### src/pkg/scc_pkg.sv
// Constants, carriers and states of the secondary clock output control.
// Assumes one 125 MHz core clock; every pin input is synchronous to it.
package scc_pkg;

  // Configuration space offsets
  localparam logic [7:0]  SCC_OFS_BRIDGE_CTRL = 8'h3E; // Bridge control
  localparam logic [7:0]  SCC_OFS_CLK_GATE    = 8'h68; // Clock gating
  localparam logic [7:0]  SCC_OFS_PRI_FREQ    = 8'h6C; // Primary count
  localparam logic [7:0]  SCC_OFS_SEC_FREQ    = 8'h6E; // Secondary count

  // Values after reset
  localparam logic [15:0] SCC_CLK_GATE_RST    = 16'h0000;
  localparam logic [15:0] SCC_BRIDGE_CTRL_RST = 16'h0000;
  localparam logic [15:0] SCC_COUNT_RST       = 16'h0000;

  // Field positions
  localparam int          SCC_BCTRL_SEC_RST   = 6;  // Secondary reset bit
  localparam int          SCC_NUM_CLK         = 5;  // Clock outputs
  localparam int          SCC_MASK_BITS       = 9;  // Disable bits [8:0]
  localparam int          SCC_OUT4_GATE_BIT   = 8;  // Single bit for out 4

  // Reference edges per frequency measuring window, minus one
  localparam logic [3:0]  SCC_REF_WINDOW      = 4'hF;

  // Configuration access request
  typedef struct packed
  {
    logic        wr;     // Write strobe, one cycle
    logic        rd;     // Read strobe, one cycle
    logic [7:0]  addr;   // Byte offset of a 16-bit register
    logic [15:0] wdata;  // Write data
  } scc_cfg_req_t;

  // Hardware straps and static pins
  typedef struct packed
  {
    logic clock_off;        // sec_clock_off_strap
    logic ext_osc_select_n; // ext_osc_select_n
    logic pll_test_select;  // pll_test_select
    logic pri_pll_enable_n; // pri_pll_enable_n
    logic sec_pll_enable_n; // sec_pll_enable_n
  } scc_strap_t;

  // Mask loading phase
  typedef enum logic [1:0]
  {
    SCC_ST_SHIFT = 2'b01, // Primary reset held, mask stream accepted
    SCC_ST_RUN   = 2'b10  // Normal operation, config writes accepted
  } scc_state_t;

endpackage : scc_pkg

### src/scc_clock_ctrl.sv
// Secondary clock output control: source select, gating, mask stream,
// frequency measuring counters and secondary reset generation.
// Assumes all clock pins are slow enough to be sampled as levels at 125 MHz.
//
// Function
// - Mask stream shifts into gating register during reset
// - Mask held low enables all, high disables
// - Oscillator select low picks external oscillator source
// - Test select routes PLL test signals to 3,4
// - Primary PLL on when its enable is low
// - Reference clock counts primary and secondary clock frequency
// - Clock not stable holds secondary reset asserted
// - Outputs 4..1 follow the selected source frequency
// - Clock-off strap drives outputs 4..1 low
// - Strap low: disable bits float their outputs
// - Output 0 disabled when gate bits 1:0 are 11
// - Output 0 from source; floats under clock-off strap
// - Primary and secondary clocks time separate domains
// - Clock-off strap cannot be overridden by gate bits
// - Strap low enables all unless disable bits set
// - Secondary reset follows primary reset and control bit
// - Secondary PLL on when its enable is low
module scc_clock_ctrl
  import scc_pkg::*;
(
  // Core clock and reset
  input  wire  logic                    CLOCK,
  input  wire  logic                    RST_B,
  // Configuration access
  input  wire  scc_pkg::scc_cfg_req_t   CFG_REQ,
  output logic [15:0]                   CFG_RDATA,
  // Straps and clock pins
  input  wire  scc_pkg::scc_strap_t     STRAP,
  input  wire  logic                    PRI_CLOCK_IN,
  input  wire  logic                    SEC_CLOCK_IN,
  input  wire  logic                    EXT_OSC_IN,
  input  wire  logic                    FREQ_MEASURE_REF,
  input  wire  logic                    PRI_PLL_TEST,
  input  wire  logic                    SEC_PLL_TEST,
  // Mask stream
  input  wire  logic                    CLOCK_MASK_SERIAL_IN,
  input  wire  logic                    GPIO_SHIFT_CLK,
  input  wire  logic                    GPIO_SHIFT_EN,
  // Resets
  input  wire  logic                    PRI_RESET_IN_N,
  input  wire  logic                    SEC_CLOCK_STABLE,
  output logic                          SEC_RESET_OUT_N,
  // Clock outputs, enable low while driving
  output logic [SCC_NUM_CLK-1:0]        SEC_CLOCK_OUT,
  output logic [SCC_NUM_CLK-1:0]        SEC_CLOCK_OE_N,
  // PLL controls
  output logic                          PRI_PLL_ON,
  output logic                          SEC_PLL_ON
);

  import scc_pkg::*;

  scc_state_t        state_q;       // Mask loading phase
  scc_state_t        state_d;       // Next phase
  logic [15:0]       gate_q;        // secondary_clock_gate
  logic [15:0]       bctrl_q;       // bridge_ctrl
  logic              shift_clk_q;   // Previous shift clock level
  logic              ref_q;         // Previous reference level
  logic              pri_q;         // Previous primary clock level
  logic              sec_q;         // Previous secondary clock level
  logic [3:0]        win_q;         // Reference edges in this window
  logic [15:0]       pri_cnt_q;     // Primary edges in this window
  logic [15:0]       sec_cnt_q;     // Secondary edges in this window
  logic [15:0]       pri_freq_q;    // Last primary count
  logic [15:0]       sec_freq_q;    // Last secondary count
  logic [15:0]       rdata_q;       // Read data
  logic              sec_rst_n_q;   // Secondary reset output
  logic              pri_pll_q;     // Primary PLL on
  logic              sec_pll_q;     // Secondary PLL on
  logic [SCC_NUM_CLK-1:0] clk_q;    // Clock output levels
  logic [SCC_NUM_CLK-1:0] oe_n_q;   // Clock output enables

  // Decodes
  wire in_shift     = (state_q == SCC_ST_SHIFT);
  wire shift_fire   = in_shift & GPIO_SHIFT_EN
                    & GPIO_SHIFT_CLK & ~shift_clk_q;
  wire cfg_wr       = CFG_REQ.wr & (state_q == SCC_ST_RUN);
  wire wr_gate      = cfg_wr & (CFG_REQ.addr == SCC_OFS_CLK_GATE);
  wire wr_bctrl     = cfg_wr & (CFG_REQ.addr == SCC_OFS_BRIDGE_CTRL);
  wire ref_rise     = FREQ_MEASURE_REF & ~ref_q;
  wire win_end      = ref_rise & (win_q == SCC_REF_WINDOW);
  wire pri_rise     = PRI_CLOCK_IN & ~pri_q;
  wire sec_rise     = SEC_CLOCK_IN & ~sec_q;
  wire src_level    = STRAP.ext_osc_select_n ? PRI_CLOCK_IN
                                             : EXT_OSC_IN;
  wire sec_rst_req  = ~PRI_RESET_IN_N | bctrl_q[SCC_BCTRL_SEC_RST]
                    | ~SEC_CLOCK_STABLE;

  // Read selection; unmapped offsets read zero
  wire [15:0] rd_sel =
      (CFG_REQ.addr == SCC_OFS_CLK_GATE)    ? gate_q     :
      (CFG_REQ.addr == SCC_OFS_BRIDGE_CTRL) ? bctrl_q    :
      (CFG_REQ.addr == SCC_OFS_PRI_FREQ)    ? pri_freq_q :
      (CFG_REQ.addr == SCC_OFS_SEC_FREQ)    ? sec_freq_q : 16'h0000;

  // Phase follows the primary reset pin
  always_comb
  begin
    state_d = state_q;
    unique case (state_q)
      SCC_ST_SHIFT:
      begin
        if (PRI_RESET_IN_N)
          state_d = SCC_ST_RUN;
      end
      SCC_ST_RUN:
      begin
        if (!PRI_RESET_IN_N)
          state_d = SCC_ST_SHIFT;
      end
    endcase
  end

  // Phase register
  always_ff @(posedge CLOCK or negedge RST_B)
  begin
    if (!RST_B)
      state_q <= SCC_ST_SHIFT;
    else
      state_q <= state_d;
  end

  // Gating register: mask stream during reset, config writes after.
  // Bits land MSB-first so the ninth shift fills [8:0] completely.
  always_ff @(posedge CLOCK or negedge RST_B)
  begin
    if (!RST_B)
      gate_q <= SCC_CLK_GATE_RST;
    else if (shift_fire)
      gate_q[SCC_MASK_BITS-1:0] <= {CLOCK_MASK_SERIAL_IN,
                                    gate_q[SCC_MASK_BITS-1:1]};
    else if (wr_gate)
      gate_q <= CFG_REQ.wdata;
  end

  // Bridge control reverts while the primary reset is held
  always_ff @(posedge CLOCK or negedge RST_B)
  begin
    if (!RST_B)
      bctrl_q <= SCC_BRIDGE_CTRL_RST;
    else if (!PRI_RESET_IN_N)
      bctrl_q <= SCC_BRIDGE_CTRL_RST;
    else if (wr_bctrl)
      bctrl_q <= CFG_REQ.wdata;
  end

  // Edge history of the sampled pins
  always_ff @(posedge CLOCK or negedge RST_B)
  begin
    if (!RST_B)
    begin
      shift_clk_q <= 1'b0;
      ref_q       <= 1'b0;
      pri_q       <= 1'b0;
      sec_q       <= 1'b0;
    end
    else
    begin
      shift_clk_q <= GPIO_SHIFT_CLK;
      ref_q       <= FREQ_MEASURE_REF;
      pri_q       <= PRI_CLOCK_IN;
      sec_q       <= SEC_CLOCK_IN;
    end
  end

  // Measuring window of sixteen reference edges. Each bus clock is
  // counted on its own edges, so the two domains never share a count.
  always_ff @(posedge CLOCK or negedge RST_B)
  begin
    if (!RST_B)
    begin
      win_q      <= 4'h0;
      pri_cnt_q  <= SCC_COUNT_RST;
      sec_cnt_q  <= SCC_COUNT_RST;
      pri_freq_q <= SCC_COUNT_RST;
      sec_freq_q <= SCC_COUNT_RST;
    end
    else if (win_end)
    begin
      win_q      <= 4'h0;
      pri_freq_q <= pri_cnt_q;
      sec_freq_q <= sec_cnt_q;
      pri_cnt_q  <= {15'h0000, pri_rise};
      sec_cnt_q  <= {15'h0000, sec_rise};
    end
    else
    begin
      win_q     <= win_q + {3'h0, ref_rise};
      pri_cnt_q <= pri_cnt_q + {15'h0000, pri_rise};
      sec_cnt_q <= sec_cnt_q + {15'h0000, sec_rise};
    end
  end

  // Registered read data, one cycle after the strobe
  always_ff @(posedge CLOCK or negedge RST_B)
  begin
    if (!RST_B)
      rdata_q <= 16'h0000;
    else if (CFG_REQ.rd)
      rdata_q <= rd_sel;
  end

  // Secondary reset and PLL enables
  always_ff @(posedge CLOCK or negedge RST_B)
  begin
    if (!RST_B)
    begin
      sec_rst_n_q <= 1'b0;
      pri_pll_q   <= 1'b0;
      sec_pll_q   <= 1'b0;
    end
    else
    begin
      sec_rst_n_q <= ~sec_rst_req;
      pri_pll_q   <= ~STRAP.pri_pll_enable_n;
      sec_pll_q   <= ~STRAP.sec_pll_enable_n;
    end
  end

  // Per-output gating. Outputs are resampled copies of the source, so
  // the frequency matches but the phase trails by one cycle.
  for (genvar k = 0; k < SCC_NUM_CLK; k++)
  begin : g_out
    logic dis;   // Disable bits for this output
    logic level; // Clock or test level to drive
    if (k == SCC_NUM_CLK - 1)
    begin : g_single
      assign dis = gate_q[SCC_OUT4_GATE_BIT];
    end
    else
    begin : g_pair
      assign dis = &gate_q[2*k+1:2*k];
    end
    if (k == 3)
    begin : g_pt
      assign level = STRAP.pll_test_select ? PRI_PLL_TEST
                                           : src_level;
    end
    else if (k == 4)
    begin : g_st
      assign level = STRAP.pll_test_select ? SEC_PLL_TEST
                                           : src_level;
    end
    else
    begin : g_src
      assign level = src_level;
    end

    // Strap wins over every disable bit
    always_ff @(posedge CLOCK or negedge RST_B)
    begin
      if (!RST_B)
      begin
        clk_q[k]  <= 1'b0;
        oe_n_q[k] <= 1'b1;
      end
      else if (STRAP.clock_off)
      begin
        clk_q[k]  <= 1'b0;
        oe_n_q[k] <= (k == 0);
      end
      else
      begin
        clk_q[k]  <= level;
        oe_n_q[k] <= dis;
      end
    end
  end

  assign CFG_RDATA       = rdata_q;
  assign SEC_RESET_OUT_N = sec_rst_n_q;
  assign SEC_CLOCK_OUT   = clk_q;
  assign SEC_CLOCK_OE_N  = oe_n_q;
  assign PRI_PLL_ON      = pri_pll_q;
  assign SEC_PLL_ON      = sec_pll_q;
endmodule : scc_clock_ctrl

### config.mk
export PLATFORM = sky130hd
export DESIGN_NAME = scc_clock_ctrl
export DESIGN_NICKNAME = d
export VERILOG_FILES = /design/src/pkg/scc_pkg.sv /design/src/scc_clock_ctrl.sv
export SDC_FILE = /design/constraint.sdc
export NUM_CORES = 1
export LEC_CHECK = 0
export BUFFER_PORTS_ARGS = -buffer_cell sky130_fd_sc_hd__clkbuf_2
export CAP_MARGIN = 20
export CORE_ASPECT_RATIO = 2
export CORE_UTILIZATION = 37
export CTS_CLUSTER_DIAMETER = 40
export DETAILED_ROUTE_END_ITERATION = 12
export GPL_TIMING_DRIVEN = 1
export HOLD_SLACK_MARGIN = 0.1
export PLACE_DENSITY = 0.66
export SLEW_MARGIN = 20
export SYNTH_ARGS = -nofsm -noshare
export SYNTH_HDL_FRONTEND = slang
export SYNTH_SLANG_ARGS = --single-unit
### constraint.sdc
create_clock -name CLOCK -period 3.9 [get_ports CLOCK]
set_input_delay 0.195 -clock CLOCK [delete_from_list [all_inputs] [get_ports CLOCK]]
set_output_delay 0.195 -clock CLOCK [all_outputs]
set_load 0.03 [all_outputs]
==> flow_results.org <==
** Clocking
- Number of CTS-inserted buffers :: 17
- After clock tree synthesis, the setup repair step added 0 buffers.
- CTS Buffer Depth :: 2
- TritonCTS built the clock tree.
- Number of sinks on the clock net :: ~130
- In this run the number of H-tree levels came out at 4.
- Number of gates resized after cts :: 0
- Clock latency reported for the late side of the worst-skew pair :: approximately 0.42 ns
- In this run, post-CTS hold repair placed 30 buffers.
- Clock-pin slew was measured on the worst setup and hold paths at about 0.060 ns.
- The tree is rooted in a clkbuf_16.

** Global route
- Grt met3 use :: under 10%
- Global-route wire length before repair :: about 25,000 um
- Fraction of met2 tracks used by global routing :: 35.73%
- Overflow left after global routing :: 0
- For this run, the total global-route usage over all layers was measured as roughly a fifth.
- The via count of the first global-routing pass came to approximately 4.8k.
- The initial antenna violation count is 0.
- met2 is the most crowded layer.
- Global routing consumed, on the met1 layer, about a fifth of the routing resources.
- Entering global routing, the biggest net connects around 110 pins.

** Setup path
- The worst setup path is of the in -> reg kind.
- Worst-path cell chain :: dlygate4sd3_1, clkbuf_2, nor2b_1, ha_1, nand4_1, nor4_1, xnor2_1, nor2_1
- Top fanout value on the critical path :: 8
- Slowest stage cell on the critical path :: dlygate4sd3_1
- Delay-heaviest family, CP :: simple AND/OR/NAND/NOR gates
- Max incr delay on CP :: around 0.53 ns
- Arrival time of the worst setup path :: between 2 and 2.5 ns
- Crit end category :: flip-flop
- Number of buffers and inverters on the critical path :: 2
- CP required :: 4.16 ns
- STA classifies the critical path startpoint as an input pin.

** Power and ir drop
- Leakage power of the design :: 3.462 nW
- Across the VDD grid, the largest voltage drop is approximately 0.00023 V.
- Final Power :: roughly 3.6 mW
- Power density of the placed cells :: ~500 nW/um2

** STA
- Final period demand of the worst path :: 2.106 ns
- On the final layout, the worst hold slack is 0.1311 ns.
- Static timing analysis puts the maximum clock frequency at approximately 470 MHz.
- Adding up every negative setup slack in the final design gives 0 ns.
- Setup repair after global routing left no endpoint under its margin.
- Post-route clock period utilization :: 54.00%
- Slew Limit Headroom :: 37.34%
- The final hold violation count came to 0.
- The number of max-slew violations in the final report came to 0.
- Worst slew pin tran :: between 0.9 and 1 ns
- Between clock sinks in the finished design, the worst skew comes to about 0.01 ns.
- Setup violation total in the final timing report :: 0

** Drt
- First-pass iteration count of the detailed router :: 5
- Summing over every cut layer, the via total after detailed routing is between 4k and 5k.
- After detailed routing, the average wire length per cell comes to approximately 18 um.
- After detailed routing, the number of vias per cell comes to roughly 5.3.
- The first routing iteration left about 200 violations.
- In the routed design, unresolved DRC markers number 0.
- The detail route stage leaves a number of antenna-violating nets equal to 0.
- The final layout contains routed wiring with a total length of around 15,000 um.

** Die
- Initial core utilization :: a little under two fifths
- DIE WIDTH :: a little over 90 um
- The die covers roughly 17,000 um2.
- The die is roughly 180 um tall.
- Core Footprint :: ~16,000 um2
- Placement Rows :: 65
- between 70 and 80 I/O pins were placed.

** Job
- The tool flagged a number of max-cap violations equal to 0.

** Placed design
- Gpl congestion :: around 0.95
- Dpl cells :: 816
- Port Buffer Count :: 72
- Once detailed placement completed, the half-perimeter wirelength came to ~11,000 um.

** Final layout
- End-of-flow core utilization :: a little under half
- Number of antenna diodes :: 0
- Post-layout net count :: 714
- Excluding fillers, the count of instances in the completed layout stands at 878.
- Fill cells in the final layout number roughly 1.5k.
- The post-route netlist has 17.73% of its cells at a drive strength greater than 1.
- Combined flip-flop and latch cell area :: 3336 um2
- The multi-input combinational cells in the finished layout cover a total of 2492 um2.
- Layout overhead on the synthesized area :: 22.50%

** Synth
- Warnings, synthesis :: 0
- Sequential cell area fraction in the yosys report :: a little under three fifths
- After synthesis, the share of flip-flops with an asynchronous set or reset is 100.0%.
- #FFs+latches synth :: roughly 130
- Most frequent cell after synthesis :: dfrtp_1
- Yosys cell types :: 51
- The most used flip-flop cell after synthesis is dfrtp_1.
- Summed over its instances, the top area cell type makes up between 50% and 60% of the synthesized netlist area.
- In the post-synthesis netlist, the biggest area contributors are dfrtp_1 53%, nand2_1 6.5%, nand3b_1 5.8%.
- Post-synth top area cell :: dfrtp_1
- In this run the mean area of a mapped cell was approximately 11 um2.
- Counting flops with a built-in enable in the synthesized netlist gives 0.
- Number of nets produced by synthesis :: approximately 630
- Most common library cells after synthesis :: 127 x dfrtp_1, 104 x nand2_1, 47 x nand3b_1
- Cell area after synthesis :: just over 6000 um2
- Gate Count Post-Synth :: roughly 580

** Worst hold path
- Worst hold-check path type :: in -> reg

** Run status
- The run finished with clean final reports.
-- through the flow --
step | area, um2 | setup slack [ns]
finish | 7412 | 1.794
global placement | 6515 | 1.707
CTS | 7410 | 1.783
detailed placement | 6515 | 1.564
floorplan | 6051 | 2.169
global route | 7412 | 1.571
-- sequential cells by signal (all words and copies together), names as in the netlist, 2 cells and up --
register,flops
CFG_RDATA,16
SEC_CLOCK_OE_N,5
SEC_CLOCK_OUT,3
bctrl_q,16
gate_q,16
pri_cnt_q,16
pri_freq_q,16
sec_cnt_q,16
sec_freq_q,16
state_q,2
win_q,4
-- kinds of logic (layout without fill, tap and decap cells) --
kind of cell	after synthesis	count (layout)	share of synthesized area [%]
simple gates	257	257	22.33
flops	133	133	55.13
compound gates	96	96	12.10
buf+inv	49	150	3.743
xor+xnor	25	25	3.619
mux	10	10	1.840
fa+ha+maj	6	6	1.241
-- tightest hold or removal path, stage by stage --
cell and delay (ns):
clkbuf_2 0.12, nor2_1 0.13, a211oi_2 0.06
-- area by class of cell --
| type | instances | share of cell area, % |
|---|---|---|
| Sequential cell | 133 | 45.00 |
| Multi-Input combinational cell | 394 | 33.63 |
| Timing Repair Buffer | 105 | 9.301 |
| Clock buffer | 21 | 6.347 |
| Tap cell | 201 | 3.393 |
| Clock inverter | 11 | 1.671 |
| Inverter | 13 | 0.6583 |
-- power breakdown --
| group | total (mW) | internal [mW] | switching (mW) |
|---|---|---|---|
| clock network | 1.59 | 0.992 | 0.603 |
| logic | 0.369 | 0.165 | 0.204 |
| registers | 1.67 | 1.53 | 0.142 |
| total | 3.63 | 2.68 | 0.949 |
-- cells in the final DEF (no fill, tap or decap), types with 2 or more instances in the layout --
cell type / n
nand2b_1: 5
clkinvlp_4: 3
nor3_1: 6
clkinv_2: 3
a21o_1: 17
nand3b_1: 47
clkbuf_2: 71
or3_1: 4
dlygate4sd3_1: 30
o21a_1: 2
a21oi_1: 21
mux2_1: 9
dfrtp_1: 127
buf_4: 3
ha_1: 6
a221o_1: 23
and2_1: 11
o21ai_0: 4
nand4_1: 7
o21ai_1: 5
clkbuf_8: 3
and4b_1: 2
clkinv_4: 2
xnor2_1: 13
and4_1: 3
clkbuf_16: 17
xor2_1: 12
bufinv_16: 2
nand3_1: 14
nand2_1: 104
nor2_1: 31
inv_1: 13
nor4_1: 5
a22o_1: 16
nor2b_1: 6
dfstp_2: 6
-- metal layers --
layer / wire length (um) / up-vias
met5: 0 / -
met3: 485 / 45
met4: 850 / 0
met2: 8681 / 124
li1: - / 2186
met1: 5455 / 2265
-- path summary, 6_finish.rpt --
kind	startpoint	end	slack (ns)	cells past startpoint
max	PRI_CLOCK_IN	pri_cnt_q[12]$_DFF_PN0_	1.79	8
min	CFG_REQ[24]	CFG_RDATA[14]$_DFFE_PN0P_	0.13	3
max reg2reg	state_q[0]$_DFFE_PN1P_	gate_q[5]$_DFFE_PN0P_	1.83	4
min reg2reg	sec_freq_q[11]$_DFFE_PN0P_	sec_freq_q[11]$_DFFE_PN0P_	0.48	2
max in group asynchronous	RST_B	sec_cnt_q[8]$_DFF_PN0_	2.46	3
min in group asynchronous	RST_B	bctrl_q[0]$_DFFE_PN0P_	0.43	2
Note: power is estimated with default switching activity, not from simulation.
